### src/wiper_pkg.sv
package wiper_pkg;

  localparam int DATA_W        = 8;
  localparam int ADDR_W        = 2;
  localparam int FRAME_BITS    = 1 + ADDR_W + DATA_W;
  localparam int CLK_PERIOD_NS = 8;

  localparam int CS_FILTER_NS  = 90;
  localparam int CS_FILTER_CYC =
    (CS_FILTER_NS + CLK_PERIOD_NS - 1) / CLK_PERIOD_NS;

  localparam int STORE_BUSY_NS  = 5000000;
  localparam int STORE_BUSY_CYC = STORE_BUSY_NS / CLK_PERIOD_NS;

  localparam int DISCARD_SCLK = 2;
  localparam int GAP_SCLK     = 2;

  localparam int SCLK_HALF_NS  = 500;
  localparam int SCLK_HALF_CYC =
    (SCLK_HALF_NS + CLK_PERIOD_NS - 1) / CLK_PERIOD_NS;
  localparam int CS_LOW_NS     = 150;
  localparam int CS_LOW_CYC    =
    (CS_LOW_NS + CLK_PERIOD_NS - 1) / CLK_PERIOD_NS;

  localparam int READ_FIRST_EDGE = 1 + ADDR_W;

  localparam logic [7:0] NV_RESET_FIRST  = 8'h80;
  localparam logic [7:0] NV_RESET_SECOND = 8'h80;
  localparam logic [1:0] ADDR_FIRST      = 2'h0;
  localparam logic [1:0] ADDR_SECOND     = 2'h1;

  typedef enum logic [2:0] {
    D_LOAD, D_IDLE, D_ADDR, D_DATA, D_HOLD, D_BUSY
  } dev_state_e;

  typedef enum logic [2:0] {
    H_IDLE, H_SEL, H_LOW, H_HIGH, H_TAIL, H_DESEL
  } host_state_e;

endpackage : wiper_pkg

### src/wiper_link_if.sv
`timescale 1ns/100ps
interface wiper_link_if;
  logic select;
  logic sclk;
  logic serial_in;
  logic store_request;
  logic serial_out;
  logic serial_out_oe;
  logic store_ready_flag;
  logic data_line;

  // The shared return line idles high when no device drives it.
  assign data_line = serial_out_oe ? serial_out : 1'b1;

  modport device (
    input  select,
    input  sclk,
    input  serial_in,
    input  store_request,
    output serial_out,
    output serial_out_oe,
    output store_ready_flag
  );

  modport host (
    output select,
    output sclk,
    output serial_in,
    output store_request,
    input  data_line,
    input  store_ready_flag
  );
endinterface : wiper_link_if

### src/wiper_device.sv
`timescale 1ns/100ps
// Notes on behaviour
// - Fields travel least significant bit first.
// - Frames begin only on a high start bit.
// - Sample input, advance output on rising clock.
// - Host leaves two clocks between frames.
// - Serial output floats when unused; here it is driven whenever select is high and no store is busy.
// - Select low ignores transfers.
// - Select fall reloads outputs, floats output.
// - Select is filtered against short glitches.
// - Host keeps clock running during store.
// - Power-up loads wipers without serial clock.
// - Store request holds ready low until done.
// - Busy store ignores input, emits nothing.
// - Low supply keeps ready high, store fails.
// - Readback follows start and address bits.
// - Address zero first, one second output.
// - Each channel holds a retained 8-bit setting.
// - Channels written independently, store optional.
// - Frame is start, address, data; apply next.
// - Store request set up before post-frame edge.
// - Unstored value discarded two clocks later.
// - Early deselect reloads wiper after readback.
module wiper_device #(
  parameter int BUSY_CYCLES = wiper_pkg::STORE_BUSY_CYC
) (
  input  wire logic         clk,
  input  wire logic         srst,
  wiper_link_if.device      link,
  input  wire logic         supply_low,
  output logic [7:0]        first_output,
  output logic [7:0]        second_output
);

  localparam int FLT_W  = $clog2(wiper_pkg::CS_FILTER_CYC + 1);
  localparam int BUSY_W = $clog2(BUSY_CYCLES + 1);

  logic [3:0]             sync1;
  logic [3:0]             sync2;
  logic                   sel_f;
  logic                   sel_d;
  logic                   sclk_d;
  logic [FLT_W-1:0]       flt_cnt;
  wiper_pkg::dev_state_e  state;
  logic [3:0]             bit_cnt;
  logic [1:0]             addr;
  logic [7:0]             data_in;
  logic [7:0]             out_sr;
  logic                   apply;
  logic [BUSY_W-1:0]      busy_cnt;
  logic [7:0]             nv_first;
  logic [7:0]             nv_second;
  logic                   ready;

  logic sel_raw;
  logic sclk_s;
  logic sin_s;
  logic store_request_s;
  logic rise;
  logic sel_fall;
  logic frame_done;
  logic store_go;
  logic busy_done;
  logic [1:0] read_addr;

  assign sel_raw = sync2[3];
  assign sclk_s  = sync2[2];
  assign sin_s   = sync2[1];
  assign store_request_s  = sync2[0];

  // All link inputs come from another clock and pass two flip-flops.
  always_ff @(posedge clk) begin
    if (srst) begin
      sync1 <= 4'h0;
      sync2 <= 4'h0;
    end else begin
      sync1 <= {link.select, link.sclk, link.serial_in, link.store_request};
      sync2 <= sync1;
    end
  end

  // Select changes only after staying at its new level for the window.
  always_ff @(posedge clk) begin
    if (srst) begin
      sel_f   <= 1'b0;
      flt_cnt <= '0;
    end else if (sel_raw == sel_f) begin
      flt_cnt <= '0;
    end else if (flt_cnt == FLT_W'(wiper_pkg::CS_FILTER_CYC - 1)) begin
      sel_f   <= sel_raw;
      flt_cnt <= '0;
    end else begin
      flt_cnt <= flt_cnt + 1'b1;
    end
  end

  always_ff @(posedge clk) begin
    if (srst) begin
      sel_d  <= 1'b0;
      sclk_d <= 1'b0;
    end else begin
      sel_d  <= sel_f;
      sclk_d <= sclk_s;
    end
  end

  assign sel_fall   = sel_d & ~sel_f;
  assign rise       = sclk_s & ~sclk_d & sel_f;
  assign frame_done = (state == wiper_pkg::D_DATA) && rise &&
                      (bit_cnt == 4'(wiper_pkg::DATA_W - 1));
  // A store is taken at the last data edge or before the discard ends.
  assign store_go   = (frame_done || (state == wiper_pkg::D_HOLD && sel_f))
                      && store_request_s && !supply_low;
  assign busy_done  = (state == wiper_pkg::D_BUSY) &&
                      (busy_cnt == BUSY_W'(BUSY_CYCLES - 1));
  assign read_addr  = {sin_s, addr[0]};

  always_ff @(posedge clk) begin
    if (srst) begin
      state   <= wiper_pkg::D_LOAD;
      bit_cnt <= 4'h0;
      addr    <= 2'h0;
      data_in <= 8'h00;
    end else begin
      case (state)
        wiper_pkg::D_LOAD: begin
          state <= wiper_pkg::D_IDLE;
        end
        wiper_pkg::D_BUSY: begin
          if (busy_done) begin
            state <= wiper_pkg::D_IDLE;
          end
        end
        wiper_pkg::D_IDLE: begin
          bit_cnt <= 4'h0;
          if (rise && sin_s) begin
            state <= wiper_pkg::D_ADDR;
          end
        end
        wiper_pkg::D_ADDR: begin
          if (!sel_f) begin
            state <= wiper_pkg::D_IDLE;
          end else if (rise) begin
            addr[bit_cnt[0]] <= sin_s;
            if (bit_cnt == 4'(wiper_pkg::ADDR_W - 1)) begin
              state   <= wiper_pkg::D_DATA;
              bit_cnt <= 4'h0;
            end else begin
              bit_cnt <= bit_cnt + 4'h1;
            end
          end
        end
        wiper_pkg::D_DATA: begin
          if (!sel_f) begin
            state <= wiper_pkg::D_IDLE;
          end else if (rise) begin
            data_in[bit_cnt[2:0]] <= sin_s;
            bit_cnt <= bit_cnt + 4'h1;
            if (frame_done) begin
              bit_cnt <= 4'h0;
              state   <= store_go ? wiper_pkg::D_BUSY : wiper_pkg::D_HOLD;
            end
          end
        end
        wiper_pkg::D_HOLD: begin
          if (!sel_f) begin
            state <= wiper_pkg::D_IDLE;
          end else if (store_go) begin
            state <= wiper_pkg::D_BUSY;
          end else if (rise) begin
            if (bit_cnt == 4'(wiper_pkg::DISCARD_SCLK - 1)) begin
              state <= wiper_pkg::D_IDLE;
            end else begin
              bit_cnt <= bit_cnt + 4'h1;
            end
          end
        end
        default: begin
          state <= wiper_pkg::D_IDLE;
        end
      endcase
    end
  end

  always_ff @(posedge clk) begin
    if (srst) begin
      apply <= 1'b0;
    end else begin
      apply <= frame_done;
    end
  end

  // Deselect and power-up reload win over a pending update.
  always_ff @(posedge clk) begin
    if (srst) begin
      first_output  <= 8'h00;
      second_output <= 8'h00;
    end else if (state == wiper_pkg::D_LOAD || sel_fall) begin
      first_output  <= nv_first;
      second_output <= nv_second;
    end else if (apply) begin
      if (addr == wiper_pkg::ADDR_FIRST) begin
        first_output <= data_in;
      end else if (addr == wiper_pkg::ADDR_SECOND) begin
        second_output <= data_in;
      end
    end
  end

  // Retained settings, written only at the end of a store cycle.
  always_ff @(posedge clk) begin
    if (srst) begin
      nv_first  <= wiper_pkg::NV_RESET_FIRST;
      nv_second <= wiper_pkg::NV_RESET_SECOND;
    end else if (busy_done) begin
      if (addr == wiper_pkg::ADDR_FIRST) begin
        nv_first <= data_in;
      end else if (addr == wiper_pkg::ADDR_SECOND) begin
        nv_second <= data_in;
      end
    end
  end

  // The store cycle is timed on the system clock.
  always_ff @(posedge clk) begin
    if (srst || state != wiper_pkg::D_BUSY) begin
      busy_cnt <= '0;
    end else begin
      busy_cnt <= busy_cnt + 1'b1;
    end
  end

  always_ff @(posedge clk) begin
    if (srst) begin
      ready <= 1'b1;
    end else begin
      ready <= !(store_go || (state == wiper_pkg::D_BUSY && !busy_done));
    end
  end

  always_ff @(posedge clk) begin
    if (srst) begin
      out_sr <= 8'h00;
    end else if (state == wiper_pkg::D_ADDR && rise &&
                 bit_cnt == 4'(wiper_pkg::ADDR_W - 1)) begin
      if (read_addr == wiper_pkg::ADDR_FIRST) begin
        out_sr <= first_output;
      end else if (read_addr == wiper_pkg::ADDR_SECOND) begin
        out_sr <= second_output;
      end else begin
        out_sr <= 8'h00;
      end
    end else if (state == wiper_pkg::D_DATA && rise) begin
      out_sr <= {1'b0, out_sr[7:1]};
    end
  end

  assign link.serial_out       = out_sr[0];
  assign link.serial_out_oe    = sel_f &&
                                 (state != wiper_pkg::D_BUSY);
  assign link.store_ready_flag = ready;

endmodule : wiper_device

### src/flat_wrapper.sv
// flat-port wrapper written by rule: the top's interface ports become plain ports
module wiper_device_flat 
#(
  parameter int BUSY_CYCLES = wiper_pkg::STORE_BUSY_CYC
)
  (clk, srst, supply_low, first_output, second_output, link_select, link_sclk, link_serial_in, link_store_request, link_serial_out, link_serial_out_oe, link_store_ready_flag);
  wiper_link_if link_i ();
  input  wire logic clk;
  input  wire logic srst;
  input  wire logic supply_low;
  output logic [7:0] first_output;
  output logic [7:0] second_output;
  input wire logic [$bits(link_i.select)-1:0] link_select;
  input wire logic [$bits(link_i.sclk)-1:0] link_sclk;
  input wire logic [$bits(link_i.serial_in)-1:0] link_serial_in;
  input wire logic [$bits(link_i.store_request)-1:0] link_store_request;
  output wire logic [$bits(link_i.serial_out)-1:0] link_serial_out;
  output wire logic [$bits(link_i.serial_out_oe)-1:0] link_serial_out_oe;
  output wire logic [$bits(link_i.store_ready_flag)-1:0] link_store_ready_flag;
  assign link_i.select = link_select;
  assign link_i.sclk = link_sclk;
  assign link_i.serial_in = link_serial_in;
  assign link_i.store_request = link_store_request;
  assign link_serial_out = link_i.serial_out;
  assign link_serial_out_oe = link_i.serial_out_oe;
  assign link_store_ready_flag = link_i.store_ready_flag;
  wiper_device #(.BUSY_CYCLES(BUSY_CYCLES)) u_core (.clk(clk), .srst(srst), .link(link_i), .supply_low(supply_low), .first_output(first_output), .second_output(second_output));
endmodule
### config.mk
export PLATFORM = sky130hd
export DESIGN_NAME = wiper_device_flat
export DESIGN_NICKNAME = d
export VERILOG_FILES = /design/src/wiper_pkg.sv /design/src/wiper_link_if.sv /design/src/wiper_device.sv /design/src/flat_wrapper.sv
export SDC_FILE = /design/constraint.sdc
export NUM_CORES = 1
export LEC_CHECK = 0
export BUFFER_PORTS_ARGS = -buffer_cell sky130_fd_sc_hd__buf_2
export CAP_MARGIN = 20
export CELL_PAD_IN_SITES_DETAIL_PLACEMENT = 2
export CELL_PAD_IN_SITES_GLOBAL_PLACEMENT = 2
export CORE_MARGIN = 2
export CORE_UTILIZATION = 34
export CTS_CLUSTER_DIAMETER = 100
export DETAILED_ROUTE_END_ITERATION = 10
export GPL_TIMING_DRIVEN = 1
export HOLD_SLACK_MARGIN = 0.06
export PLACE_DENSITY_LB_ADDON = 0.1
export RECOVER_POWER = 25
export SETUP_SLACK_MARGIN = 0.15
export SLEW_MARGIN = 20
export SYNTH_ARGS = -nofsm -noshare
export SYNTH_HDL_FRONTEND = slang
export SYNTH_SLANG_ARGS = --single-unit
export TNS_END_PERCENT = 20
### constraint.sdc
create_clock -name clk -period 2 [get_ports clk]
set_input_delay 0.2 -clock clk [delete_from_list [all_inputs] [get_ports clk]]
set_output_delay 0.2 -clock clk [all_outputs]
set_load 0.05 [all_outputs]
; Word level (Yosys, flattened, before mapping)
; Cells that the tools add are included.
[classes]
add_sub_neg = 3
n_reduce_logical = 38
multipliers = 0
shifts = 0
bitwise_logic = 7
magnitude_cmp = 4
div = 0
n_mux = 42
eq_ne = 30
[op_table]
columns = op, n
row1 = 8-bit 2-to-1 mux, 11
row2 = 4-bit 2-to-1 mux, 10
row3 = 3-bit 2-to-1 mux, 12
row4 = "20-bit by 1-bit adder with 20-bit output, second input constant", 1
row5 = "20-bit equality test, second input constant", 1
row6 = "2-bit by 1-bit inequality test with 1-bit output, second input constant", 9
row7 = 4-bit case mux with 4 select lines, 1
row8 = "3-bit inequality test, second input constant", 5
row9 = 3-bit case mux with 5 select lines, 1
row10 = 1-bit logical AND, 13
row11 = 3-bit AND reduction, 4
row12 = 9-bit AND reduction, 1
row13 = "4-bit by 1-bit adder with 4-bit output, second input constant", 2
row14 = 8-bit bitwise mux, 1
row15 = "4-bit inequality test, second input constant", 2
row16 = 8-bit AND reduction, 1
row17 = 2-bit nonzero test, 4
row18 = "3-bit by 2-bit equality test with 1-bit output, second input constant", 2
row19 = "3-bit equality test, second input constant", 2
row20 = 2-bit AND reduction, 3
row21 = "2-bit by 1-bit equality test with 1-bit output, second input constant", 2
row22 = "4-bit by 1-bit equality test with 1-bit output, second input constant", 1
row23 = "4-bit by 3-bit equality test with 1-bit output, second input constant", 1
row24 = "4-bit equality test, second input constant", 1
row25 = other kinds (19), 33
[totals]
ramBits = 0
input_bits = 7
elab_cells = 142
latchBits = 0
output_inout_bits = 19
n_memories = 0
mem_bits_ro = 0
reg_bits = 94

; Longest topological paths before layout
[depth]
word_depth = 13
ltp_mapped = 9
depth_no_buf = 7

; Worst setup path after synthesis
; OpenSTA, ideal clock, no wires.
[synth_path]
path_kind = register to register
from = register u_core.busy_cnt[0]
to = register u_core.nv_second[0]
period_less_slack_ns = 1.886
t_arrival_ns = 1.759
setup_ns = 0.128
stages_incl_launch_ff = 7
path_slack_ns = 0.114
n_path_buf = 0
required_ns = 1.872
path_cell_list = dfxtp_1 > ha_1 > and4_1 > nand4_4 > nor4_4 > mux2i_1 > nor2_1
[synth_between]
elab_chain_len = 3
[synth_lines]
columns = item, line
row1 = "start, declared", wiper_device.sv:50  ; logic [BUSY_W-1:0] busy_cnt;
row2 = "start signal, assigned", wiper_device.sv:229  ; busy_cnt <= busy_cnt + 1'b1;
row3 = 20-bit equality test, wiper_device.sv:115  ; (busy_cnt == BUSY_W'(BUSY_CYCLES - 1));
row4 = 1-bit logical AND, wiper_device.sv:114  ; assign busy_done = (state == wiper_pkg::D_BUSY) &&
row5 = 3-bit AND reduction (no source line), --
row6 = "end signal, assigned", wiper_device.sv:214  ; nv_second <= wiper_pkg::NV_RESET_SECOND;
row7 = "end signal, assigned", wiper_device.sv:219  ; nv_second <= data_in;
row8 = "end, declared", wiper_device.sv:52  ; logic [7:0] nv_second;
; Every way passes these cells.
; A chain may end at the register's enable or synchronous reset.

; Final worst setup path
[layout_path]
from = register u_core.state[1]
to = output link_serial_out_oe
[layout_between]
elab_chain_len = 2
[layout_lines]
columns = item, line
row1 = "start, declared", wiper_device.sv:44  ; wiper_pkg::dev_state_e state;
row2 = "start signal, assigned", wiper_device.sv:120  ; state <= wiper_pkg::D_LOAD;
row3 = "start signal, assigned", wiper_device.sv:127  ; state <= wiper_pkg::D_IDLE;
row4 = "start signal, assigned", wiper_device.sv:131  ; state <= wiper_pkg::D_IDLE;
row5 = 3-bit inequality test, wiper_device.sv:260  ; (state != wiper_pkg::D_BUSY);
row6 = 1-bit logical AND, wiper_device.sv:259  ; assign link.serial_out_oe = sel_f &&
row7 = "end, declared", flat_wrapper.sv:18  ; output wire logic [$bits(link_i.serial_out_oe)-1:0] link_serial_out_oe;
; Every way passes these cells.

==> reports/summary.txt <==
Cell Chain, Critical Path - and2b_2 -> a21oi_1 -> buf_2
Clock Latency Late Sink - 350 ps
Register bit total from synthesis - 94
Largest net degree at the start of global routing - 46
Die area - 0.0135 sq mm
Synthesized instance count - 474
Avg Cell Area, Syn - 9.03 sq um
PwrDens - 760 mW/mm^2
Setup CP Type - reg2out
Syn Std Cell Area - 0.00428 sq mm
Arrival @ worst endpoint - 1650 ps
Final core utilization - 0.418
Detailed router's first-iteration violation count - 144
Area fraction of the dominant cell type after synthesis - 0.440
Share of cells above drive strength 1 - 0.148
R2r startpoint - u_core.state[1]$_SDFFE_PP0P_
Area Growth Syn to Fin - 18.9%
Total congestion overflow - 0
Dpl hpwl - 8280 microns
Largest area contributor in the netlist - dfxtp_1
Cell Count, Final, Fillers Out - 683
Crit. End Element - output port
CTS buffer count - 9
Reg-to-reg slack, setup - 200 ps
Final-layout fill cell count - 1,353
First-pass GRT wire length - 19,700 microns
CTS Buffer Depth - 2
Synth async-reset ratio - 0
Syn Nets - 485
Num Clock Sinks - 94
Post-synth EDFFs - 0
CP Max Fanout - 10
Detailed Route WL - 11,900 microns
Layout Skew - 7.85 ps
Worst Hold Class - in2reg
Setup TNS - 0 ps
Total number of vias - 3,508
Multi-input logic area - 0.00231 sq mm
Core Box Area - 0.0122 sq mm
Routed Antenna Nets - 0
Yosys warns - 0
Initial Utilization - 0.352
Capture point of the worst path - link_serial_out_oe
Worst-path clk slew - 60 ps
Period utilisation layout - 0.924
N_diodes - 0
Slowest cell delay on critical path - 500 ps
R2r endpoint - u_core.bit_cnt[2]$_SDFFE_PP0P_
Inst Count DP - 664
Worst EP required - 1800 ps
H-tree depth - 3
Initial antenna violation count - 0
CP startpoint - u_core.state[1]$_SDFFE_PP0P_
DRC violations left - 0
Top cells by area, synth - dfxtp_1 (44%), mux2i_1 (11%), nor2_1 (7.5%)
Run status - finished clean
Relative slew slack - 0.273
Max-slew violations - 0
Port Buffers - 25
Clk Tree Root Cell - clkbuf_16
Rows - 40
RSZ-0062 raised after global routing - yes
Vias per Instance - 5.14
Die height - 116 microns
Die width - 116 microns
Net count, final - 522
Worst r2r path cells - 5
Tightest Pin Transition - 1090 ps
Most used DFF post-synth - dfxtp_1
Period minus WS final - 1850 ps
DR WL/cell - 17.4 microns
Sequential element share of the synthesized area - 0.440
CTS tree - built
IO Count - 26
Total power - 3.86 mW
Pleak - 1.75 nW
Gpl congestion - 0.832
Critical-path top delay cell - dfxtp_1
Final setup viols - 0
Gr usage total - 0.190
Synth cell types - 54
Reg area - 0.00189 sq mm
Vias in the first global route - 3,689
Final Hold Fails - 0
DRT Pass-1 Iters - 4
Max VDD drop - 521 uV
Fmax - 541 MHz
Max Cap Violations - 0
Critical Path Source Type - register
[flip-flops by register name, summed over array words and instances (netlist names), 2 cells and up]
register,count
u_core.nv_second,8
u_core.sync2,4
u_core.addr,2
u_core.bit_cnt,4
u_core.data_in,8
u_core.busy_cnt,20
u_core.first_output,8
u_core.nv_first,8
u_core.flt_cnt,4
u_core.state,3
u_core.sync1,4
u_core.out_sr,8
u_core.second_output,8
[logic make-up (layout without fill, tap and decap cells)]
group,after synthesis,count (layout),synth area share
AO/OA/AOI/OAI,65,65,0.104
flip-flops,94,94,0.440
XOR/XNOR,17,17,0.0348
adder cells (fa/ha/maj),4,4,0.0117
AND/OR/NAND/NOR,207,207,0.262
multiplexers,48,48,0.112
buffers and inverters,39,80,0.0360
[worst min-delay path by stage]
stage / cells after the start / slack [ps] / to / from
6_report: 2 / 70 / u_core.sync1[0]$_SDFF_PP0_ / link_store_request
5_1_grt: 2 / 80 / u_core.sync1[0]$_SDFF_PP0_ / link_store_request
4_1_cts: 2 / 70 / u_core.sync1[0]$_SDFF_PP0_ / link_store_request
2_1_floorplan: 1 / 330 / u_core.sync1[0]$_SDFF_PP0_ / link_store_request
3_5_place_dp: 2 / 420 / u_core.sync1[3]$_SDFF_PP0_ / link_select
3_3_place_gp: 2 / 410 / u_core.sync1[3]$_SDFF_PP0_ / link_select
[critical path: cells and delay by family, from the launching register on]
kind                   cells  cell delay (ps)
buffers and inverters      1              290
AO/OA/AOI/OAI              1              200
flip-flops                 1              500
AND/OR/NAND/NOR            1              310
[power breakdown]
| part | total [mW] | leakage, nW | switching [mW] | internal (mW) |
|---|---|---|---|---|
| registers | 1.94 | 0.764 | 0.0327 | 1.91 |
| logic | 0.331 | 0.856 | 0.232 | 0.0997 |
| clock network | 1.59 | 0.129 | 0.752 | 0.839 |
| total | 3.86 | 1.75 | 1.02 | 2.85 |
[layer usage]
layer,wire (microns),GRT usage,vias up
met1,5760,0.254,1732
li1,-,-,1738
met3,256,0.0394,15
met5,0,0,-
met2,5680,0.308,23
met4,185,0.0643,0
[stage by stage]
step	instance area [sq um]	setup slack, ps	hold slack, ps
after floorplan	4280	143	328
after global placement	4750	168	409
after detailed placement	4750	73.4	420
after CTS	5020	113	65.8
after global routing	5090	53.4	84.6
final	5090	151	68.0
[final cells by class]
class	count	share of cell area
Timing Repair Buffer	54	0.0731
Sequential cell	94	0.371
Tap cell	168	0.0413
Clock buffer	10	0.0450
Clock inverter	5	0.00689
Inverter	11	0.00812
Multi-Input combinational cell	341	0.455
[timing repair]
| item | in CTS | in global routing |
|---|---|---|
| endpoints found under the hold margin | 1 | 0 |
| pin swaps | 1 | 6 |
| resized for setup | 3 | 14 |
| cloned | 0 | 0 |
| hold buffers | 1 | 0 |
| buffers inserted | 0 | 3 |
| endpoints found under the setup margin | 21 | 28 |
[synthesized netlist by cell type (3+ instances only)]
master and instances:
a211oi_1 17, a21oi_1 14, a311oi_1 7, a31oi_1 3
and3_1 6, buf_2 3, clkbuf_1 23, dfxtp_1 94
ha_1 4, inv_1 11, mux2i_1 48, nand2_1 25
nand2b_1 8, nand3_1 15, nand4_1 4, nor2_1 86
nor2b_1 14, nor3_1 12, nor4_1 3, nor4_4 3
o21ai_0 9, o31ai_1 3, or2_2 3, or3_1 8
xnor2_1 11, xor2_1 6
[cells in the final DEF (no fill, tap or decap), types with 2 or more instances in the layout]
master	count
dfxtp_1	90
nor2_1	86
mux2i_1	48
nand2_1	24
buf_4	24
clkbuf_1	20
a211oi_1	17
nand3_1	15
nor2b_1	14
a21oi_1	13
nor3_1	12
xnor2_1	11
inv_1	10
o21ai_0	9
clkbuf_16	9
nand2b_1	8
a311oi_1	7
or3_1	7
and3_1	6
xor2_1	6
buf_2	6
nand4_1	4
buf_12	4
dfxtp_2	4
nor4_4	3
a31oi_1	3
or2_2	3
nand4b_1	2
o22ai_1	2
nor4b_4	2
o31ai_1	2
nand3b_1	2
o21a_1	2
nor4_1	2
ha_1	2
ha_4	2
clkinv_2	2
Power figures use the tool's default switching activity.
